File: src/verilog/dbim_pkg.sv
package dbim_pkg;

  //////////////////////////////////////////////////////////////////////////////
  // Bus identities and master counts.
  //////////////////////////////////////////////////////////////////////////////

  // Bus on which a request is raised.
  typedef enum logic [1:0]
  {
    DBIM_BUS_PROC = 2'h0,
    DBIM_BUS_MEM  = 2'h1,
    DBIM_BUS_DBG  = 2'h2,
    DBIM_BUS_MIO  = 2'h3
  } dbim_bus_e;

  // Number of masters present on each bus.
  localparam logic [3:0] DBIM_NMST_PROC = 4'h6;
  localparam logic [3:0] DBIM_NMST_MEM  = 4'h3;
  localparam logic [3:0] DBIM_NMST_DBG  = 4'h5;
  localparam logic [3:0] DBIM_NMST_MIO  = 4'h9;

  //////////////////////////////////////////////////////////////////////////////
  // Address ranges of the global map (lowest and highest byte).
  //////////////////////////////////////////////////////////////////////////////

  localparam logic [31:0] DBIM_L2MEM_LO   = 32'h0000_0000;
  localparam logic [31:0] DBIM_L2MEM_HI   = 32'h7fff_ffff;
  localparam logic [31:0] DBIM_PCIMEM_LO  = 32'h8000_0000;
  localparam logic [31:0] DBIM_PCIMEM_HI  = 32'hbfff_ffff;
  localparam logic [31:0] DBIM_PROM_LO    = 32'hc000_0000;
  localparam logic [31:0] DBIM_PROM_HI    = 32'hcfff_ffff;
  localparam logic [31:0] DBIM_MMIO_LO    = 32'hd000_0000;
  localparam logic [31:0] DBIM_MMIO_HI    = 32'hdfff_ffff;
  localparam logic [31:0] DBIM_DWIN_LO    = 32'he000_0000;
  localparam logic [31:0] DBIM_DWIN_HI    = 32'hefff_ffff;
  localparam logic [31:0] DBIM_L2CFG_LO   = 32'hf000_0000;
  localparam logic [31:0] DBIM_L2CFG_HI   = 32'hf03f_ffff;
  localparam logic [31:0] DBIM_PCIIO_LO   = 32'hff80_0000;
  localparam logic [31:0] DBIM_PCIIO_HI   = 32'hff83_ffff;
  localparam logic [31:0] DBIM_IOMMU_LO   = 32'hff84_0000;
  localparam logic [31:0] DBIM_IOMMU_HI   = 32'hff84_7fff;
  localparam logic [31:0] DBIM_ROUTER_LO  = 32'hff88_0000;
  localparam logic [31:0] DBIM_ROUTER_HI  = 32'hff88_0fff;
  localparam logic [31:0] DBIM_SIOPNP_LO  = 32'hff8f_f000;
  localparam logic [31:0] DBIM_SIOPNP_HI  = 32'hff8f_ffff;
  localparam logic [31:0] DBIM_APB0_LO    = 32'hff90_0000;
  localparam logic [31:0] DBIM_APB0_HI    = 32'hff98_ffff;
  localparam logic [31:0] DBIM_APB0PNP_LO = 32'hff9f_f000;
  localparam logic [31:0] DBIM_APB0PNP_HI = 32'hff9f_ffff;
  localparam logic [31:0] DBIM_APB1_LO    = 32'hffa0_0000;
  localparam logic [31:0] DBIM_APB1_HI    = 32'hffa0_70ff;
  localparam logic [31:0] DBIM_APB1PNP_LO = 32'hffaf_f000;
  localparam logic [31:0] DBIM_APB1PNP_HI = 32'hffaf_ffff;
  localparam logic [31:0] DBIM_SDRAM_LO   = 32'hffe0_0000;
  localparam logic [31:0] DBIM_SDRAM_HI   = 32'hffe0_00ff;
  localparam logic [31:0] DBIM_SCRUB_LO   = 32'hffe0_1000;
  localparam logic [31:0] DBIM_SCRUB_HI   = 32'hffe0_10ff;
  localparam logic [31:0] DBIM_MEMPNP_LO  = 32'hffef_f000;
  localparam logic [31:0] DBIM_MEMPNP_HI  = 32'hffef_ffff;
  localparam logic [31:0] DBIM_PRCPNP_LO  = 32'hffff_f000;
  localparam logic [31:0] DBIM_PRCPNP_HI  = 32'hffff_ffff;

  //////////////////////////////////////////////////////////////////////////////
  // Ranges inside the debug-only window.
  //////////////////////////////////////////////////////////////////////////////

  localparam logic [31:0] DBIM_DSU_SPAN   = 32'h007f_ffff;
  localparam logic [31:0] DBIM_DSU_STEP   = 32'h0100_0000;
  localparam logic [2:0]  DBIM_NCPU       = 3'h4;
  localparam logic [31:0] DBIM_SPW_LO     = 32'he400_0000;
  localparam logic [31:0] DBIM_SPW_HI     = 32'he400_00ff;
  localparam logic [31:0] DBIM_STAT_LO    = 32'he400_0100;
  localparam logic [31:0] DBIM_STAT_HI    = 32'he400_01ff;
  localparam logic [31:0] DBIM_PTRC_LO    = 32'he404_0000;
  localparam logic [31:0] DBIM_PTRC_HI    = 32'he407_ffff;
  localparam logic [31:0] DBIM_DAREC_LO   = 32'he40f_f000;
  localparam logic [31:0] DBIM_DAREC_HI   = 32'he40f_f017;
  localparam logic [31:0] DBIM_DAPNP_LO   = 32'he40f_ff00;
  localparam logic [31:0] DBIM_DAPNP_HI   = 32'he40f_ffff;
  localparam logic [31:0] DBIM_TRACE_LO   = 32'heff0_0000;
  localparam logic [31:0] DBIM_TRACE_HI   = 32'heff1_ffff;
  localparam logic [31:0] DBIM_DBGPNP_LO  = 32'hefff_f000;
  localparam logic [31:0] DBIM_DBGPNP_HI  = 32'hefff_ffff;

  // Plug-and-play record counts; bit 11 of a bus area selects slaves.
  localparam logic [5:0] DBIM_NREC_DBGM  = 6'h05;
  localparam logic [5:0] DBIM_NREC_DBGS  = 6'h04;
  localparam logic [5:0] DBIM_NREC_MEMM  = 6'h03;
  localparam logic [5:0] DBIM_NREC_DAPB  = 6'h03;
  localparam int         DBIM_SLV_BIT    = 11;

  //////////////////////////////////////////////////////////////////////////////
  // Decode result.
  //////////////////////////////////////////////////////////////////////////////

  typedef enum logic [4:0]
  {
    DBIM_T_NONE    = 5'h00,
    DBIM_T_L2MEM   = 5'h01,
    DBIM_T_PCIMEM  = 5'h02,
    DBIM_T_PROM    = 5'h03,
    DBIM_T_MMIO    = 5'h04,
    DBIM_T_L2CFG   = 5'h05,
    DBIM_T_PCIIO   = 5'h06,
    DBIM_T_IOMMU   = 5'h07,
    DBIM_T_ROUTER  = 5'h08,
    DBIM_T_SIOPNP  = 5'h09,
    DBIM_T_APB0    = 5'h0a,
    DBIM_T_APB1    = 5'h0b,
    DBIM_T_APB1PNP = 5'h0c,
    DBIM_T_SDRAM   = 5'h0d,
    DBIM_T_SCRUB   = 5'h0e,
    DBIM_T_MEMPNP  = 5'h0f,
    DBIM_T_PRCPNP  = 5'h10,
    DBIM_T_DSU     = 5'h11,
    DBIM_T_DSPW    = 5'h12,
    DBIM_T_DSTAT   = 5'h13,
    DBIM_T_DPTRC   = 5'h14,
    DBIM_T_DAPNP   = 5'h15,
    DBIM_T_TRACE   = 5'h16,
    DBIM_T_DBGPNP  = 5'h17
  } dbim_tgt_e;

  typedef struct packed
  {
    logic      vld;
    dbim_bus_e bus;
    logic [3:0]  mst;
    logic [31:0] addr;
  } dbim_req_s;

  typedef struct packed
  {
    logic      vld;
    logic      err;
    dbim_tgt_e tgt;
    logic [5:0] unit;
    logic      rec;
    logic      slv;
  } dbim_dec_s;

  localparam dbim_dec_s DBIM_DEC_RST = '0;

  //////////////////////////////////////////////////////////////////////////////
  // Interrupt sources and line numbers.
  //////////////////////////////////////////////////////////////////////////////

  localparam int DBIM_NSTAT = 2;

  typedef struct packed
  {
    logic [4:0]  tmr0;
    logic [15:0] tmr14;
    logic        pci;
    logic        pcidma;
    logic [3:0]  gpio;
    logic        spi;
    logic [3:0]  router;
    logic [1:0]  eth;
    logic        milbus;
    logic [DBIM_NSTAT-1:0] stat;
    logic        scrub;
    logic        l2;
    logic [1:0]  uart;
    logic        iommu;
  } dbim_irq_src_s;

  localparam int DBIM_IRQ_TMR0   = 1;
  localparam int DBIM_IRQ_TMR1   = 6;
  localparam int DBIM_IRQ_EXT    = 10;
  localparam int DBIM_IRQ_PCI    = 11;
  localparam int DBIM_IRQ_NMI    = 15;
  localparam int DBIM_IRQ_GPIO   = 16;
  localparam int DBIM_IRQ_SPI    = 19;
  localparam int DBIM_IRQ_ROUTER = 20;
  localparam int DBIM_IRQ_ETH    = 24;
  localparam int DBIM_IRQ_MILBUS = 26;
  localparam int DBIM_IRQ_STAT   = 27;
  localparam int DBIM_IRQ_SCRUB  = 28;
  localparam int DBIM_IRQ_UART   = 29;
  localparam int DBIM_IRQ_IOMMU  = 31;
  localparam int DBIM_TMR_UNITS  = 4;
  localparam int DBIM_TMR_PER    = 4;

endpackage

File: src/verilog/dbim_top.sv
// Overview of operation
// - Non-debug access to debug window gets error.
// - Debug masters otherwise share the common map.
// - Four debug unit regions, 16 MiB apart.
// - Debug peripheral bridge decodes its three slaves.
// - Trace buffer occupies 128 KiB at its base.
// - Debug bus and debug peripheral config areas.
// - Memory bus registers and config area decoded.
// - Processor bus and second bridge config areas.
// - Line 10 follows any of lines 15-31.
// - Line 15 unmaskable and never driven.
// - Timer lines 1-5 separate, 6-9 shared.
// - Port lines 16-19, 19 shared with serial.
// - Lines 20-31 go to listed peripherals.
// - Line 11 combines PCI bridge and DMA.
// - Master I/O bus has fixed indexes 0-8.
// - Debug masters 0-4 with 32-byte records.
// - Debug slaves 0-3 with 32-byte records.
// - Debug peripherals 0-2 with 8-byte records.
// - Memory masters 0-2 with 32-byte records.
`timescale 1ns/1ps

module dbim_top
  import dbim_pkg::*;
(
  input  wire logic          i_clock,    // System clock, 100 MHz.
  input  wire logic          i_rst_b,    // Asynchronous reset, active low.
  input  wire logic          i_clk_en,   // Freezes all state while low.
  input  wire dbim_req_s     i_req,      // Address to decode.
  input  wire dbim_irq_src_s i_irq_src,  // Peripheral interrupt requests.
  output dbim_dec_s          o_dec,      // Registered decode result.
  output logic [31:0]        o_irq       // Registered interrupt lines.
);

  //////////////////////////////////////////////////////////////////////////////
  // Helper functions.
  //////////////////////////////////////////////////////////////////////////////

  // True when the address lies inside an inclusive range.  Used for every
  // window in the map but the debug unit regions, so each range is written once in the package.
  function automatic logic in_rng
  (
    input logic [31:0] a,
    input logic [31:0] lo,
    input logic [31:0] hi
  );
    in_rng = (a >= lo) && (a <= hi);
  endfunction

  // Number of masters attached to a bus; indexes at or above it are
  // refused, which keeps an index from a miswired master from slipping by.
  function automatic logic [3:0] mst_count(input dbim_bus_e b);
    case (b)
      DBIM_BUS_PROC: mst_count = DBIM_NMST_PROC;
      DBIM_BUS_MEM:  mst_count = DBIM_NMST_MEM;
      DBIM_BUS_DBG:  mst_count = DBIM_NMST_DBG;
      default:       mst_count = DBIM_NMST_MIO;
    endcase
  endfunction

  //////////////////////////////////////////////////////////////////////////////
  // Global map decode, common to every bus.
  //////////////////////////////////////////////////////////////////////////////

  dbim_tgt_e glb_tgt;   // Target in the common map.
  logic [5:0] glb_unit; // Record index within a config area.
  logic       glb_rec;  // Address falls on a valid record.
  logic       glb_slv;  // Record is in the slave half of an area.

  // Decode the part of the map that all masters see alike.  Any range not
  // listed here is unused and leaves the target at none.
  always_comb
  begin
    glb_tgt  = DBIM_T_NONE;
    glb_unit = 6'h00;
    glb_rec  = 1'b0;
    glb_slv  = i_req.addr[DBIM_SLV_BIT];
    if (in_rng(i_req.addr, DBIM_L2MEM_LO, DBIM_L2MEM_HI))
      glb_tgt = DBIM_T_L2MEM;
    else if (in_rng(i_req.addr, DBIM_PCIMEM_LO, DBIM_PCIMEM_HI))
      glb_tgt = DBIM_T_PCIMEM;
    else if (in_rng(i_req.addr, DBIM_PROM_LO, DBIM_PROM_HI))
      glb_tgt = DBIM_T_PROM;
    else if (in_rng(i_req.addr, DBIM_MMIO_LO, DBIM_MMIO_HI))
      glb_tgt = DBIM_T_MMIO;
    else if (in_rng(i_req.addr, DBIM_L2CFG_LO, DBIM_L2CFG_HI))
      glb_tgt = DBIM_T_L2CFG;
    else if (in_rng(i_req.addr, DBIM_PCIIO_LO, DBIM_PCIIO_HI))
      glb_tgt = DBIM_T_PCIIO;
    else if (in_rng(i_req.addr, DBIM_IOMMU_LO, DBIM_IOMMU_HI))
      glb_tgt = DBIM_T_IOMMU;
    else if (in_rng(i_req.addr, DBIM_ROUTER_LO, DBIM_ROUTER_HI))
      glb_tgt = DBIM_T_ROUTER;
    else if (in_rng(i_req.addr, DBIM_SIOPNP_LO, DBIM_SIOPNP_HI))
      glb_tgt = DBIM_T_SIOPNP;
    else if (in_rng(i_req.addr, DBIM_APB0_LO, DBIM_APB0_HI) ||
             in_rng(i_req.addr, DBIM_APB0PNP_LO, DBIM_APB0PNP_HI))
      glb_tgt = DBIM_T_APB0;
    else if (in_rng(i_req.addr, DBIM_APB1_LO, DBIM_APB1_HI))
      glb_tgt = DBIM_T_APB1;
    else if (in_rng(i_req.addr, DBIM_APB1PNP_LO, DBIM_APB1PNP_HI))
      glb_tgt = DBIM_T_APB1PNP;
    else if (in_rng(i_req.addr, DBIM_SDRAM_LO, DBIM_SDRAM_HI))
      glb_tgt = DBIM_T_SDRAM;
    else if (in_rng(i_req.addr, DBIM_SCRUB_LO, DBIM_SCRUB_HI))
      glb_tgt = DBIM_T_SCRUB;
    else if (in_rng(i_req.addr, DBIM_MEMPNP_LO, DBIM_MEMPNP_HI))
    begin
      // Memory bus masters hold the first three 32-byte records.
      glb_tgt  = DBIM_T_MEMPNP;
      glb_unit = i_req.addr[10:5];
      glb_rec  = !glb_slv && (i_req.addr[10:5] < DBIM_NREC_MEMM);
    end
    else if (in_rng(i_req.addr, DBIM_PRCPNP_LO, DBIM_PRCPNP_HI))
      glb_tgt = DBIM_T_PRCPNP;
  end

  //////////////////////////////////////////////////////////////////////////////
  // Debug-only window decode.
  //////////////////////////////////////////////////////////////////////////////

  dbim_tgt_e dbg_tgt;   // Target inside the debug window.
  logic [5:0] dbg_unit; // Processor or record index.
  logic       dbg_rec;  // Address falls on a valid record.
  logic [31:0] dsu_off; // Address relative to its processor's region.

  // Each processor's region starts on a 16 MiB step; only its low 8 MiB
  // is populated, so the offset inside the step decides the hit.
  assign dsu_off = i_req.addr - (DBIM_DWIN_LO + {6'h00, i_req.addr[25:24],
                                                  24'h00_0000});

  // Decode the debug window.  The slave/master split of the debug bus
  // config area uses the same bit as the other bus areas.
  always_comb
  begin
    dbg_tgt  = DBIM_T_NONE;
    dbg_unit = 6'h00;
    dbg_rec  = 1'b0;
    if ((i_req.addr[27:26] == 2'b00) && (dsu_off <= DBIM_DSU_SPAN))
    begin
      // Processors 0 to 3 occupy the first four steps.
      dbg_tgt  = DBIM_T_DSU;
      dbg_unit = {4'h0, i_req.addr[25:24]};
      dbg_rec  = ({1'b0, i_req.addr[25:24]} < DBIM_NCPU);
    end
    else if (in_rng(i_req.addr, DBIM_SPW_LO, DBIM_SPW_HI))
      dbg_tgt = DBIM_T_DSPW;
    else if (in_rng(i_req.addr, DBIM_STAT_LO, DBIM_STAT_HI))
      dbg_tgt = DBIM_T_DSTAT;
    else if (in_rng(i_req.addr, DBIM_PTRC_LO, DBIM_PTRC_HI))
      dbg_tgt = DBIM_T_DPTRC;
    else if (in_rng(i_req.addr, DBIM_DAREC_LO, DBIM_DAREC_HI))
    begin
      // Peripheral records are eight bytes each.
      dbg_tgt  = DBIM_T_DAPNP;
      dbg_unit = {3'h0, i_req.addr[5:3]};
      dbg_rec  = ({3'h0, i_req.addr[5:3]} < DBIM_NREC_DAPB);
    end
    else if (in_rng(i_req.addr, DBIM_DAPNP_LO, DBIM_DAPNP_HI))
      dbg_tgt = DBIM_T_DAPNP;
    else if (in_rng(i_req.addr, DBIM_TRACE_LO, DBIM_TRACE_HI))
      dbg_tgt = DBIM_T_TRACE;
    else if (in_rng(i_req.addr, DBIM_DBGPNP_LO, DBIM_DBGPNP_HI))
    begin
      // Masters fill the low half, slaves the upper half, 32 bytes each.
      dbg_tgt  = DBIM_T_DBGPNP;
      dbg_unit = i_req.addr[10:5];
      if (i_req.addr[DBIM_SLV_BIT])
        dbg_rec = (i_req.addr[10:5] < DBIM_NREC_DBGS);
      else
        dbg_rec = (i_req.addr[10:5] < DBIM_NREC_DBGM);
    end
  end

  //////////////////////////////////////////////////////////////////////////////
  // Result selection and error policy.
  //////////////////////////////////////////////////////////////////////////////

  dbim_dec_s dec_r;    // Registered result.
  dbim_dec_s dec_nxt;  // Next result.
  logic      in_dwin;  // Address lies in the debug-only window.
  logic      mst_bad;  // Master index outside the bus's population.

  assign in_dwin = in_rng(i_req.addr, DBIM_DWIN_LO, DBIM_DWIN_HI);
  assign mst_bad = (i_req.mst >= mst_count(i_req.bus));

  // Pick the window that applies to the requesting bus.  The debug window
  // is routed only for debug masters; everyone else, including the master
  // I/O bus, gets an error there instead of a silent completion.  A request
  // that is not valid leaves a cleared result so stale targets never linger.
  always_comb
  begin
    dec_nxt     = DBIM_DEC_RST;
    dec_nxt.vld = i_req.vld;
    if (i_req.vld)
    begin
      if (in_dwin && (i_req.bus != DBIM_BUS_DBG))
        dec_nxt.err = 1'b1;
      else if (in_dwin)
      begin
        dec_nxt.tgt  = dbg_tgt;
        dec_nxt.unit = dbg_unit;
        dec_nxt.rec  = dbg_rec;
        dec_nxt.slv  = i_req.addr[DBIM_SLV_BIT] &&
                       (dbg_tgt == DBIM_T_DBGPNP);
        dec_nxt.err  = (dbg_tgt == DBIM_T_NONE);
      end
      else
      begin
        // Outside the window a debug master sees the shared map.
        dec_nxt.tgt  = glb_tgt;
        dec_nxt.unit = glb_unit;
        dec_nxt.rec  = glb_rec;
        dec_nxt.slv  = glb_slv && (glb_tgt == DBIM_T_MEMPNP);
        dec_nxt.err  = (glb_tgt == DBIM_T_NONE);
      end
      // An unknown master index is refused whatever it addressed.
      if (mst_bad)
        dec_nxt.err = 1'b1;
      if (dec_nxt.err)
        dec_nxt.tgt = DBIM_T_NONE;
    end
  end

  // One stage of registers; the clock enable holds the last result.
  always_ff @(posedge i_clock or negedge i_rst_b)
  begin
    if (!i_rst_b)
      dec_r <= DBIM_DEC_RST;
    else if (i_clk_en)
      dec_r <= dec_nxt;
  end

  assign o_dec = dec_r;

  //////////////////////////////////////////////////////////////////////////////
  // Interrupt routing.
  //////////////////////////////////////////////////////////////////////////////

  // The router registers its lines, so o_irq comes straight from flops.
  dbim_irq_map u_irq_map
  (
    .i_clock  (i_clock),
    .i_rst_b  (i_rst_b),
    .i_clk_en (i_clk_en),
    .i_src    (i_irq_src),
    .o_irq    (o_irq)
  );

endmodule

File: src/verilog/dbim_irq_map.sv
`timescale 1ns/1ps

// Routes peripheral interrupt requests onto the numbered lines that the
// multiprocessor interrupt controller presents to the processors.
module dbim_irq_map
  import dbim_pkg::*;
(
  input  wire logic          i_clock,   // System clock.
  input  wire logic          i_rst_b,   // Asynchronous reset, active low.
  input  wire logic          i_clk_en,  // Freezes the lines while low.
  input  wire dbim_irq_src_s i_src,     // Peripheral requests.
  output logic [31:0]        o_irq      // Registered interrupt lines.
);

  //////////////////////////////////////////////////////////////////////////////
  // Line assembly.
  //////////////////////////////////////////////////////////////////////////////

  logic [31:0]               irq_r;     // Registered lines.
  logic [31:0]               irq_nxt;   // Next value of the lines.
  logic [DBIM_TMR_UNITS-1:0] tmr_shr;   // One shared line per timer unit.

  // Each of timer units 1 to 4 folds its timers onto one line.
  genvar g;
  generate
    for (g = 0; g < DBIM_TMR_UNITS; g++)
    begin : g_tmr
      assign tmr_shr[g] = |i_src.tmr14[g*DBIM_TMR_PER +: DBIM_TMR_PER];
    end
  endgenerate

  // Map each source to its line; lines 0, 12, 13, 14 and 15 stay low
  // because no peripheral owns them.  Line 15 is the unmaskable one, so
  // tying it low keeps a stray source from forcing a processor trap.
  always_comb
  begin
    irq_nxt = 32'h0000_0000;
    irq_nxt[DBIM_IRQ_TMR0 +: 5] = i_src.tmr0;
    irq_nxt[DBIM_IRQ_TMR1 +: DBIM_TMR_UNITS] = tmr_shr;
    irq_nxt[DBIM_IRQ_PCI] = i_src.pci | i_src.pcidma;
    irq_nxt[DBIM_IRQ_NMI] = 1'b0;
    irq_nxt[DBIM_IRQ_GPIO +: 4] = i_src.gpio;
    irq_nxt[DBIM_IRQ_SPI] = i_src.gpio[3] | i_src.spi;
    irq_nxt[DBIM_IRQ_ROUTER +: 4] = i_src.router;
    irq_nxt[DBIM_IRQ_ETH +: 2] = i_src.eth;
    irq_nxt[DBIM_IRQ_MILBUS] = i_src.milbus;
    irq_nxt[DBIM_IRQ_STAT] = |i_src.stat;
    irq_nxt[DBIM_IRQ_SCRUB] = i_src.scrub | i_src.l2;
    irq_nxt[DBIM_IRQ_UART +: 2] = i_src.uart;
    irq_nxt[DBIM_IRQ_IOMMU] = i_src.iommu;
    // The extended line follows the same cycle as lines 15 to 31.
    irq_nxt[DBIM_IRQ_EXT] = |irq_nxt[31:DBIM_IRQ_NMI];
  end

  // Register the lines so that every output comes from a flip-flop.
  always_ff @(posedge i_clock or negedge i_rst_b)
  begin
    if (!i_rst_b)
      irq_r <= 32'h0000_0000;
    else if (i_clk_en)
      irq_r <= irq_nxt;
  end

  assign o_irq = irq_r;

endmodule

File: config.mk
export PLATFORM = sky130hd
export DESIGN_NAME = dbim_top
export DESIGN_NICKNAME = d
export VERILOG_FILES = /design/src/verilog/dbim_pkg.sv /design/src/verilog/dbim_top.sv /design/src/verilog/dbim_irq_map.sv
export SDC_FILE = /design/constraint.sdc
export NUM_CORES = 1
export LEC_CHECK = 0
export ABC_CLOCK_PERIOD_IN_PS = 800
export BUFFER_PORTS_ARGS = -buffer_cell sky130_fd_sc_hd__buf_2
export CELL_PAD_IN_SITES_DETAIL_PLACEMENT = 2
export CELL_PAD_IN_SITES_GLOBAL_PLACEMENT = 2
export CORE_ASPECT_RATIO = 0.7
export CORE_UTILIZATION = 26
export CTS_BUF_LIST = sky130_fd_sc_hd__clkbuf_8
export DETAILED_ROUTE_END_ITERATION = 16
export GPL_TIMING_DRIVEN = 0
export PLACE_DENSITY_LB_ADDON = 0.1
export SETUP_SLACK_MARGIN = 0.2
export SLEW_MARGIN = 20
export SYNTH_ARGS = -nofsm -noshare
export SYNTH_HDL_FRONTEND = slang
export SYNTH_HIERARCHICAL = 1
export SYNTH_SLANG_ARGS = --single-unit
export TNS_END_PERCENT = 10
File: constraint.sdc
create_clock -name i_clock -period 0.8 [get_ports i_clock]
set_input_delay 0.04 -clock i_clock [delete_from_list [all_inputs] [get_ports i_clock]]
set_output_delay 0.04 -clock i_clock [all_outputs]
set_load 0.02 [all_outputs]
======== Word-level counts from Yosys, hierarchy flattened ========
Index checks and enable logic that the tools add are counted.
Widths: inputs -> output; s select.
cells by class
  magnitude comparators ................... 55
  multiplexer cells ....................... 79
  equal/unequal tests ..................... 5
  add/subtract/negate cells ............... 2
  reductions and logical operators ........ 42
  bitwise gates (word level) .............. 3
operators by type and width
  operator                number
  $ge 32x32->1 const B    24
  $le 32x32->1 const B    23
  $mux 6                  23
  $mux 5                  25
  $ge 32x1->1 const B     1
  $le 32x23->1 const B    1
  $le 32x31->1 const B    1
  $sub 32x32->32          1
  $add 30x27->31 const A  1
  $logic_and 1x1->1       30
  $mux 14                 2
  $mux 1                  27
  $reduce_or 17->1        1
  $reduce_or 4->1         4
  $mux 13                 1
  $lt 6x3->1 const B      2
  $pmux 4 s3              1
  $logic_not 5->1         2
  $lt 6x2->1 const B      1
  $eq 5x4->1 const B      1
  $eq 5x5->1 const B      1
  $ge 4x4->1              1
  $logic_not 2->1         2
  $lt 3x2->1 const B      1
  7 further kinds         9
storage, ports and cells
  register bits after elaboration ......... 42

======== Longest topological paths before layout ========
Gate-level depths: netlist (run 1).
  word-level depth ........................ 26
  mapped depth ............................ 9
  depth with buffers taken out ............ 9

======== Cells and area by module ========
The synthesis (run 1) kept the hierarchy.
modules (own cells, without submodules)
  module        cells an instance  seq. area each (µm²)  instances  area each (µm²)
  dbim_top      188                375.4                 1          1463.9
  dbim_irq_map  86                 675.6                 1          1128.6

======== Worst setup path before layout (run 1) ========
Ideal clock, no wire load.
  path kind ............................... in2reg
  start point ............................. input port i_req[37] in the netlist's numbering
  end point ............................... register dec_r (netlist bit o_dec[12])
  cell stages on the path ................. 9
  slack ................................... -1198 ps
  setup time .............................. 101 ps
  buffers on the path ..................... 0
  arrival time ............................ 1898 ps
  cells stage by stage .................... or2_2 -> ha_1 -> nand2b_1 -> a21o_1 -> a21o_1 -> a211o_1 -> a31oi_1 -> nand3_1 -> o32ai_1
between the ends
  word-level cells in the longest chain between the ends .. 7
  elaborated cells on any way between the ends .. 13
  those cells by class .................... order compare: 1; eq/ne: 3; mux: 7; reduce/logical: 2
RTL lines
  element                                          line                              source
  from (decl)                                      dbim_top.sv:29                    input wire dbim_req_s i_req,
  $eq 2x2->1, or another cell as far along         dbim_top.sv:53                    case (b)
  $pmux 4 s3 or $logic_and 1x1->1 (tied branches)  dbim_top.sv:53, dbim_top.sv:197
  $ge 4x4->1 or $mux 1 (tied branches)             dbim_top.sv:185, dbim_top.sv:197
  $mux 1                                           dbim_top.sv:218                   if (mst_bad)
  $mux 1                                           dbim_top.sv:195                   if (i_req.vld)
  $mux 5 (*)                                       dbim_top.sv:220                   if (dec_nxt.err)
  $mux 14 (*)                                      dbim_top.sv:195
  to (signal assigned)                             dbim_top.sv:231                   dec_r <= dec_nxt;
  to (decl)                                        dbim_top.sv:179                   dbim_dec_s dec_r;
Mark *: on every way between the ends. The rest lies on a longest branch, timed or not. The select of a mux whose other input is x is not followed.
A chain may end at the register's enable or synchronous reset.

======== Worst setup path after layout (run 1) ========
  start point ............................. input port i_req[10] in the netlist's numbering
  end point ............................... register dec_r (netlist bit o_dec[0])
between the ends
  word-level cells in the longest chain between the ends .. 23
  elaborated cells on any way between the ends .. 110
  those cells by class .................... add/sub: 1; order compare: 50; eq/ne: 2; mux: 27; reduce/logical: 30
RTL lines
  element                                       line             source
  $ge 32x32->1 or $le 32x32->1 (tied branches)  dbim_top.sv:47   in_rng = (a >= lo) && (a <= hi);
  $logic_and 1x1->1                             dbim_top.sv:47
  $mux 5                                        dbim_top.sv:114  else if (in_rng(i_req.addr, DBIM_PRCPNP_LO, DBIM_PRCPNP_HI))
  $mux 5                                        dbim_top.sv:107  else if (in_rng(i_req.addr, DBIM_MEMPNP_LO, DBIM_MEMPNP_HI))
  $mux 5                                        dbim_top.sv:105  else if (in_rng(i_req.addr, DBIM_SCRUB_LO, DBIM_SCRUB_HI))
  $mux 5                                        dbim_top.sv:103  else if (in_rng(i_req.addr, DBIM_SDRAM_LO, DBIM_SDRAM_HI))
  $mux 5                                        dbim_top.sv:101  else if (in_rng(i_req.addr, DBIM_APB1PNP_LO, DBIM_APB1PNP_HI))
  $mux 5                                        dbim_top.sv:99   else if (in_rng(i_req.addr, DBIM_APB1_LO, DBIM_APB1_HI))
  [... 7 more ...]                              -
  $mux 5                                        dbim_top.sv:82   else if (in_rng(i_req.addr, DBIM_PROM_LO, DBIM_PROM_HI))
  $mux 5                                        dbim_top.sv:80   else if (in_rng(i_req.addr, DBIM_PCIMEM_LO, DBIM_PCIMEM_HI))
  $mux 5                                        dbim_top.sv:78   if (in_rng(i_req.addr, DBIM_L2MEM_LO, DBIM_L2MEM_HI))
  $eq 5x4->1                                    dbim_top.sv:214  dec_nxt.slv = glb_slv && (glb_tgt == DBIM_T_MEMPNP);
  $logic_and 1x1->1                             dbim_top.sv:214
  $mux 14                                       dbim_top.sv:199  else if (in_dwin)
  $mux 13 (*)                                   dbim_top.sv:197  if (in_dwin && (i_req.bus != DBIM_BUS_DBG))
  $mux 14 (*)                                   dbim_top.sv:195
Mark *: on every way between the ends. The rest lies on a longest branch, timed or not.

==> reports/qor.txt, run 1 <==
Tightest Pin Transition = 0.627 ns
Non-Filler Instances = 564
final hold viol count = 48
Sw Share = 30.8%
crit path time final = 1.72 ns
# clock sinks = 42
Core Region = 9680 um^2
crit path capture type = register
Seq pwr share = 44.0%
Slew Limit Fails = 0
clk slew on worst S/H paths = 0.08 ns
DRT Wirelength = 12000 um
critical path launch point = i_req[10]
Worst Setup Slack, final = -0.925 ns
Yosys warnings = 6
TritonCTS Buffers = 5
leak pwr = 1.91 nW
global-route usage over all layers = 21.9%
first-pass GRT wire length = 17200 um
simple-gate portion of the synthesized area = 25.0%
Die Wd = 121 um
vias after detailed routing = 2974
filler cell count = 1028
average routed wire per standard cell = 21.2 um
largest net degree at the start of global routing = 43
type of element launching the critical path = primary input
Setup CP Type = in -> reg
Peak VDD IR = 0.949 mV
Via density = 5.27
failing checks = negative hold slack, negative setup slack
flops & latches, synth = 42
Port Buf Inserts = 118
Synth Area in Adders = 1.93%
slowest cell on the critical path = nor4_4
grt total ovfl = 0
ANT nets after route = 0
initial antenna violation count = 0
PD cells = 1200 nW/um^2
area share of xor/xnor cells in the synthesized design = 0%
Synth area leaders = dfrtp_1, mux2_2, a21oi_1
most used cell, CP = nor4_4
Worst Path Buf+Inv = 1
Clock power frac = 25.8%
top-count cell post-synth = dfrtp_1
reg2reg start = u_irq_map/o_irq[16]
largest family of logic cells by synthesized area = simple AND/OR/NAND/NOR gates
Post-Synthesis Cells = 274
IO Pins = 131
Pre-Repair DR Iteration Count = 4
RSZ-0062 raised after global routing = true
Critical Path RT = 0.99 ns
internal power = 3.67 mW
Synth Area in Compound Gates = 17.3%
Final Setup Violations = 56
Hold Crit Class = in -> async
Psw = 1.63 mW
Worst Clk Skew = 0 ns
slowest cell delay on critical path = 0.36 ns
share of layout cells above drive strength 1 = 56.9%
portion of netlist area occupied by mux cells = 8.64%
fin util = 45.5%
root buffer cell = clkbuf_8
Worst slew margin = 58.2%
clock latency on the worst-skew pair = 0.29 ns
worst hold margin = -0.220 ns
Iteration-0 DRC Markers = 154
Final nets = 525
Synth Cell Area = 2590 um^2
top cell types by occurrence after synthesis = dfrtp_1, nor2_1, a21oi_1
Synth async-reset ratio = 100%
fmax = 580 MHz
htree depth = 2
post-synth top area share = 40.5%
Seq/Total Area, Yosys = 40.5%
Post-synth EDFFs = 0
CP delay by family, top = simple AND/OR/NAND/NOR gates
CTS Buffer Depth = 2
area grow syn2layout = 69.9%
DP Cell Count = 524
Max Cap Viol = 0
Period Utilization, post-route = 216%
drt drc = 0
synth unique cells = 57
predominant post-synthesis flop cell = dfrtp_1
Die Ht = 85.5 um
Rows = 30
Avg Cell Area, Syn = 9.46 um^2
area of the die = 10400 um^2
worst-path cell chain = buf_4, nor4_4, and3_4, a21oi_1, nor4_4, nor4_4, a211o_1, o41ai_2
Synth area leader = dfrtp_1
Worst EP arrival = 1.91 ns
Combinational Power Share = 30.2%
initial core utilization = 26.8%
status = finished with violations
post-DP HPWL = 7630 um
vias in the first global route = 3057
CTS tree = done
diode count = 0
GPL Wtd Cong = 0.867
Worst Path Max Fanout = 5
-- power groups by stage --
stage | Sequential [mW] | Clock [mW] | Combinational (mW)
after floorplan | 2.53 | 0 | 0.466
after global placement | 2.35 | 0 | 1.22
after detailed placement | 2.36 | 0 | 1.25
after CTS | 2.33 | 1.42 | 1.50
after global routing | 2.35 | 1.51 | 1.70
final | 2.33 | 1.37 | 1.60
-- routing by layer --
metal	GRT usage (%)	wire length (um)
met5	0	0
met4	2.13	120
met3	5.19	760
met2	36.3	5720
met1	29.9	5370
-- sequential cells by signal (all words and copies together), names as in the netlist --
| name | count |
|---|---|
| u_irq_map/o_irq | 27 |
| o_dec | 15 |
-- area by class of cell --
cell class	count	area [um^2]	share of cell area (%)
buffer	16	153	3.46
clock buffer	6	82.6	1.87
inverter	16	60.1	1.36
multi-input combinational	204	1760	40.0
sequential	42	1050	23.9
tap	128	160	3.64
timing repair buffer	152	1140	25.8
-- placed cells by master, fill, tap and decap left out, types with 4 or more instances in the layout --
cell / count
nor2_1: 20
o22ai_2: 5
a21oi_1: 18
buf_12: 6
inv_1: 16
mux2_2: 18
nor4_4: 6
nand3_1: 5
clkbuf_8: 7
nor4_1: 9
nand2_1: 11
buf_4: 38
nand4_1: 6
and3_1: 4
nor3_1: 4
buf_6: 30
buf_8: 7
buf_2: 82
dfrtp_1: 42
conb_1: 5
o21ai_0: 6
-- worst paths after layout --
| path | to | slack [ns] | cells past startpoint |
|---|---|---|---|
| setup / recovery | o_dec[0] | -0.92 | 8 |
| hold / removal | u_irq_map/o_irq[9] | -0.22 | 1 |
| setup reg to reg | u_irq_map/o_irq[16] | 0.01 | 1 |
| hold reg to reg | u_irq_map/o_irq[21] | 0.51 | 1 |
| max in group asynchronous | u_irq_map/o_irq[29] | 0.60 | 1 |
| min in group i_clock | u_irq_map/o_irq[5] | -0.02 | 2 |
-- what timing repair did --
action / CTS / global route
gates cloned: 0 / 0
buffers inserted: 25 / 9
pin swaps: 39 / 14
resized for setup: 126 / 33
setup endpoints to repair: 84 / 126
endpoints found under the hold margin: 52 / 50
-- stage by stage --
stage	setup slack [ns]	power (mW)	instance area, um^2	hold WS [ns]	setup TNS [ns]
CTS	-0.910	5.25	4200	-0.0687	-12.72
global placement	-1.64	3.57	3430	0.260	-22.55
global route	-0.979	5.56	4410	-0.192	-15.51
detailed placement	-1.68	3.61	3430	0.252	-22.64
finish	-0.925	5.30	4410	-0.220	-13.27
floorplan	-1.00	3.00	2680	-0.256	-11.99
-- cell families after synthesis --
family,count (synthesis)
AND/OR/NAND/NOR,110
AO/OA/AOI/OAI,65
flip-flops,42
buffers and inverters,32
multiplexers,20
adder cells (fa/ha/maj),4
other,1
Power figures use the tool's default switching activity.
==> inputs of run 2 (changes only) <==
ABC_CLOCK_PERIOD_IN_PS = 1600   (was 800)
clock period = 1.6 ns   (was 0.8 ns; I/O delays follow)
==> run 2 against run 1 <==
The run ends with negative setup slack left. Cell count down 4.1%. Combinational power down 59%. First-iteration DRC count down 49%. Clock-buffer cell count down 1. Sequential power down 50%. Sequential share of layout area up 4.1 points. Critical path depth up 2. Non-clock buffer count down 25. Clock power down 38%. Utilization down 6.7 points. Global-route usage down 2.2 points. Wire length down 17%. Largest cell class unchanged.
==> reports/qor.txt, run 2 (synthesized netlist as in run 1, its figures left out) <==
status = finished with violations (unchanged)
failing checks = negative setup slack (was negative hold slack, negative setup slack)
post-DP HPWL = 7970 um (was 7630 um)
RSZ-0062 raised after global routing = true (unchanged)
Slew Limit Fails = 0 (unchanged)
Hold Crit Class = in -> reg (was in -> async)
area of the die = 10400 um^2 (unchanged)
vias in the first global route = 2917 (was 3057)
Clock power frac = 31.7% (was 25.8%)
Worst Clk Skew = 0 ns (unchanged)
Final Setup Violations = 7 (was 56)
CTS tree = done (unchanged)
vias after detailed routing = 2730 (was 2974)
Pre-Repair DR Iteration Count = 4 (unchanged)
critical path launch point = i_req[37] (was i_req[10])
PD cells = 710 nW/um^2 (was 1200 nW/um^2)
global-route usage over all layers = 19.6% (was 21.9%)
diode count = 0 (unchanged)
Reg2Reg Depth = 1 (unchanged)
type of element launching the critical path = primary input (unchanged)
worst hold margin = 0.0170 ns (was -0.220 ns)
Die Wd = 121 um (unchanged)
crit path capture type = register (unchanged)
leak pwr = 1.67 nW (was 1.91 nW)
Worst slew margin = 37.2% (was 58.2%)
GPL Wtd Cong = 0.763 (was 0.867)
Sw Share = 30.2% (was 30.8%)
fmax = 554 MHz
clk slew on worst S/H paths = 0.08 ns (about the same)
Worst Setup Slack, final = -0.206 ns (was -0.925 ns)
Die Ht = 85.5 um (unchanged)
Max Cap Viol = 0 (unchanged)
most common library cell in the layout ignoring fill and taps = buf_2 (unchanged)
Area after DPL = 3430 um^2 (unchanged)
initial antenna violation count = 0 (unchanged)
initial core utilization = 26.8% (unchanged)
# clock sinks = 42 (unchanged)
TritonCTS Buffers = 5 (unchanged)
htree depth = 2 (unchanged)
largest net degree at the start of global routing = 43 (unchanged)
Psw = 0.807 mW (was 1.63 mW)
final hold viol count = 0 (was 48)
Tightest Pin Transition = 0.942 ns (was 0.627 ns)
Rows = 30 (unchanged)
Via density = 5.05 (was 5.27)
final instance area = 3750 um^2 (was 4410 um^2)
Combinational Power Share = 24.8% (was 30.2%)
Final nets = 500 (was 525)
Worst EP arrival = 2.01 ns (was 1.91 ns)
area grow syn2layout = 44.8% (was 69.9%)
first-pass GRT wire length = 15500 um (was 17200 um)
Period Utilization, post-route = 113%
worst hold stages = 2
max reg flops = 27 (unchanged)
drt drc = 0 (unchanged)
root buffer cell = clkbuf_8 (unchanged)
DRT Wirelength = 9980 um (was 12000 um)
Core Region = 9680 um^2 (unchanged)
CTS Buffer Depth = 2 (unchanged)
worst setup path end = o_dec[12] (was o_dec[0])
Seq pwr share = 43.5% (was 44.0%)
Iteration-0 DRC Markers = 78 (was 154)
Setup CP Type = in -> reg (unchanged)
grt total ovfl = 0 (unchanged)
flop2flop setup slack = 0.83 ns (was 0.01 ns)
crit path time final = 1.81 ns
Worst Path Max Fanout = 5 (unchanged)
clock latency on the worst-skew pair = 0.30 ns (was 0.29 ns)
average routed wire per standard cell = 18.4 um (was 21.2 um)
setup TNS = -1.03 ns (was -13.27 ns)
ANT nets after route = 0 (unchanged)
IO Pins = 131 (unchanged)
reg2reg end = u_irq_map/o_irq[21] (was u_irq_map/o_irq[16])
Port Buf Inserts = 118 (unchanged)
filler cell count = 1108 (was 1028)
reg2reg start = u_irq_map/o_irq[21] (was u_irq_map/o_irq[16])
Peak VDD IR = 0.479 mV (was 0.949 mV)
commonest non-fill, non-tap cells in the layout = buf_2, dfrtp_1, nor2_1 (was buf_2, dfrtp_1, buf_4)
Critical Path RT = 1.81 ns (was 0.99 ns)
share of layout cells above drive strength 1 = 47.2% (was 56.9%)
internal power = 1.86 mW (was 3.67 mW)
==> run 2: cell count changes in the layout (fill, tap and decap cells not counted), sizes merged <==
cell         change
buf             -29
dlygate4sd3      +5
clkbuf           -2
clkinv           +2
bufinv           +1
==> run 2: what timing repair did <==
action	CTS	global route
pin swaps	6	1
setup endpoints to repair	14	14
endpoints found under the hold margin	46	0
hold buffers	5	0
buffers inserted	4	0
gates resized for setup	22	6
==> run 2: worst min-delay path by stage <==
stage                     slack (ns)           from            endpoint
final                           0.02  i_irq_src[39]  u_irq_map/o_irq[3]
after global routing            0.02  i_irq_src[39]  u_irq_map/o_irq[3]
after CTS                      0.009  i_irq_src[39]  u_irq_map/o_irq[3]
after detailed placement        0.29        i_rst_b  u_irq_map/o_irq[9]
after global placement          0.29        i_rst_b  u_irq_map/o_irq[9]
after floorplan                -0.22        i_rst_b            o_dec[0]
==> run 2: worst max-delay path: stages <==
cell,delay (ns)
buf_8,0.10
or2_4,0.25
ha_4,0.23
nand2b_4,0.12
a21o_1,0.15
a21o_1,0.15
a211o_1,0.29
a31oi_2,0.21
nand3_2,0.17
o32ai_2,0.26
==> run 2: metrics by stage <==
step	power (mW)	utilization [%]	instances	setup WS (ns)
after floorplan	1.50	-	278	-0.241
after global placement	1.79	35.4	524	-0.887
after detailed placement	1.81	35.4	524	-0.916
after CTS	2.71	38.5	541	-0.226
after global routing	2.80	38.8	541	-0.274
final	2.67	38.8	541	-0.206
==> run 2: final cells by class <==
type / instances / area, um^2 / area share, %
flip-flops and latches: 42 / 1050 / 28.0
plain buffers: 16 / 123 / 3.27
clock buffers: 5 / 68.8 / 1.83
clock inverters: 3 / 40.0 / 1.07
multi-input cells: 204 / 1570 / 41.7
repair buffers: 127 / 687 / 18.3
well taps: 128 / 160 / 4.27
inverters: 16 / 60.1 / 1.60
==> run 2: layer usage <==
| layer | global-route usage, % | wire length [um] | part of all wire (%) | vias up |
|---|---|---|---|---|
| met1 | 28.0 | 4920 | 49 | 1341 |
| li1 | - | - | - | 1301 |
| met4 | 2.69 | 44 | 0.44 | 0 |
| met5 | 0 | 0 | 0 | - |
| met3 | 4.59 | 604 | 6.1 | 5 |
| met2 | 30.7 | 4410 | 44 | 83 |
==> run 2: power groups by stage <==
stage	clock (mW)	combinational [mW]	sequential (mW)
3_3_place_gp	0	0.613	1.18
2_1_floorplan	0	0.233	1.27
5_1_grt	0.916	0.720	1.17
4_1_cts	0.888	0.667	1.16
3_5_place_dp	0	0.631	1.18
6_report	0.846	0.663	1.16
==> inputs of run 3 (changes only) <==
ABC_CLOCK_PERIOD_IN_PS = 1660   (was 1600)
CORE_UTILIZATION = 24   (was 26)
clock period = 1.66 ns   (was 1.6 ns; I/O delays follow)
==> run 3 against run 2 <==
The flow still finishes with violations (negative setup slack). Register-to-register slack gained 0.07 ns. Critical path depth stayed put. Global-route usage fell by 2.1 points. Power fell by 7.2%. Setup slack gained 0.076 ns. Critical path type unchanged. Largest power group unchanged.
==> reports/qor.txt, run 3 (synthesized netlist as in run 1, its figures left out) <==
failing checks = negative setup slack (unchanged)
largest net degree at the start of global routing = 43 (unchanged)
initial antenna violation count = 0 (unchanged)
max reg flops = 27 (unchanged)
Worst slew margin = 34.2% (was 37.2%)
vias after detailed routing = 2802 (was 2730)
PD cells = 631 nW/um^2 (was 710 nW/um^2)
Final Setup Violations = 7 (unchanged)
average routed wire per standard cell = 17.9 um (was 18.4 um)
Setup CP Type = in -> reg (unchanged)
GPL Wtd Cong = 0.768 (was 0.763)
clk slew on worst S/H paths = 0.09 ns (was 0.08 ns)
Final nets = 511 (was 500)
Hold Crit Class = in -> reg (unchanged)
clock latency on the worst-skew pair = 0.30 ns (about the same)
Tightest Pin Transition = 0.988 ns (was 0.942 ns)
Worst Path Max Fanout = 5 (unchanged)
Die Wd = 126 um (was 121 um)
Die Ht = 89.0 um (was 85.5 um)
area grow syn2layout = 51.4% (was 44.8%)
htree depth = 2 (unchanged)
Worst Setup Slack, final = -0.130 ns (was -0.206 ns)
global-route usage over all layers = 17.5% (was 19.6%)
fmax = 559 MHz
Rows = 31 (was 30)
first-pass GRT wire length = 15000 um (was 15500 um)
vias in the first global route = 2736 (was 2917)
ANT nets after route = 0 (unchanged)
Slew Limit Fails = 0 (unchanged)
IO Pins = 131 (unchanged)
# clock sinks = 42 (unchanged)
DRT Wirelength = 9940 um (was 9980 um)
CTS tree = done (unchanged)
Max Cap Viol = 0 (unchanged)
share of layout cells above drive strength 1 = 50.5% (was 47.2%)
root buffer cell = clkbuf_8 (unchanged)
area of the die = 11200 um^2 (was 10400 um^2)
crit path time final = 1.79 ns
leak pwr = 1.71 nW (was 1.67 nW)
Core Region = 10400 um^2 (was 9680 um^2)
CTS Buffer Depth = 2 (unchanged)
most common library cell in the layout ignoring fill and taps = buf_2 (unchanged)
initial core utilization = 24.8% (was 26.8%)
Area after DPL = 3430 um^2 (about the same)
TritonCTS Buffers = 5 (unchanged)
Port Buf Inserts = 118 (unchanged)
RSZ-0062 raised after global routing = true (unchanged)
diode count = 0 (unchanged)
type of element launching the critical path = primary input (unchanged)
Via density = 5.04 (was 5.05)
commonest non-fill, non-tap cells in the layout = buf_2, dfrtp_1, buf_4 (was buf_2, dfrtp_1, nor2_1)
status = finished with violations (unchanged)
Pre-Repair DR Iteration Count = 4 (unchanged)
final instance area = 3930 um^2 (was 3750 um^2)
Worst EP arrival = 2.00 ns (was 2.01 ns)
Worst Clk Skew = 0 ns (unchanged)
Iteration-0 DRC Markers = 97 (was 78)
Critical Path RT = 1.87 ns (was 1.81 ns)
final hold viol count = 0 (unchanged)
Final Power = 2.48 mW (was 2.67 mW)
grt total ovfl = 0 (unchanged)
Period Utilization, post-route = 108%
post-DP HPWL = 7730 um (was 7970 um)
Peak VDD IR = 0.271 mV (was 0.479 mV)
crit path capture type = register (unchanged)
drt drc = 0 (unchanged)
## run 3: cell types whose count changed in the layout (fill, tap and decap cells not counted), moves of 3 or more
cell,before,now
clkbuf_4,1,6
buf_6,4,7
buf_4,10,24
buf_2,118,109
## run 3: path summary, 6_finish.rpt
kind | startpoint | end | slack [ns] | depth (start not counted)
max | i_req[10] | o_dec[0] | -0.13 | 10
min | i_irq_src[40] | u_irq_map/o_irq[4] | 0.02 | 2
max reg2reg | u_irq_map/o_irq[5] | u_irq_map/o_irq[5] | 0.90 | 1
min reg2reg | u_irq_map/o_irq[23] | u_irq_map/o_irq[23] | 0.51 | 1
max in group asynchronous | i_rst_b | u_irq_map/o_irq[22] | 0.57 | 2
min in group asynchronous | i_rst_b | u_irq_map/o_irq[6] | 0.48 | 2
## run 3: layout make-up
cell class | instances | area, um^2
Timing Repair Buffer | 138 | 793
Multi-Input combinational cell | 204 | 1640
Inverter | 16 | 60.1
Clock buffer | 5 | 68.8
Fill cell | 1162 | 6510
Sequential cell | 42 | 1050
Buffer | 16 | 123
Clock inverter | 3 | 21.3
Tap cell | 132 | 165
## run 3: per-stage QoR
stage	cells	TNS, ns	worst slack, ns	hold slack (ns)	util, %
2_1_floorplan	278	-0.875	-0.184	-0.213	-
3_3_place_gp	528	-6.29	-0.833	0.302	32.9
3_5_place_dp	528	-6.97	-0.910	0.299	32.9
4_1_cts	546	-0.338	-0.0919	0.00334	35.7
5_1_grt	556	-0.904	-0.216	0.00188	37.6
6_report	556	-0.391	-0.130	0.0160	37.6
## run 3: power by group
group	switching, mW	internal [mW]
combinational	0.383	0.284
clock	0.395	0.296
sequential	0.0304	1.09
total	0.808	1.67
## run 3: worst max-delay path, cell delays in order
cell and delay (ns):
buf_6 0.11, nor4_4 0.42, and3_4 0.25, a21oi_2 0.06, nor4_2 0.27, buf_4 0.17
buf_4 0.11, nor3b_2 0.04, a21o_1 0.18, o41ai_2 0.31
## run 3: layer usage
layer  part of all wire [%]  up-vias  track usage, %
li1                       -     1325               -
met1                     50     1379            26.5
met2                     43       94            26.1
met3                    6.1        4            3.83
met4                   0.34        0            2.30
met5                      0        -               0
## run 3: what timing repair did
action,4_1_cts,5_1_grt
pin swaps,7,14
setup buffers,6,10
hold buffers,4,0
setup endpoints to repair,14,14
gates resized for setup,21,34
endpoints found under the hold margin,45,0
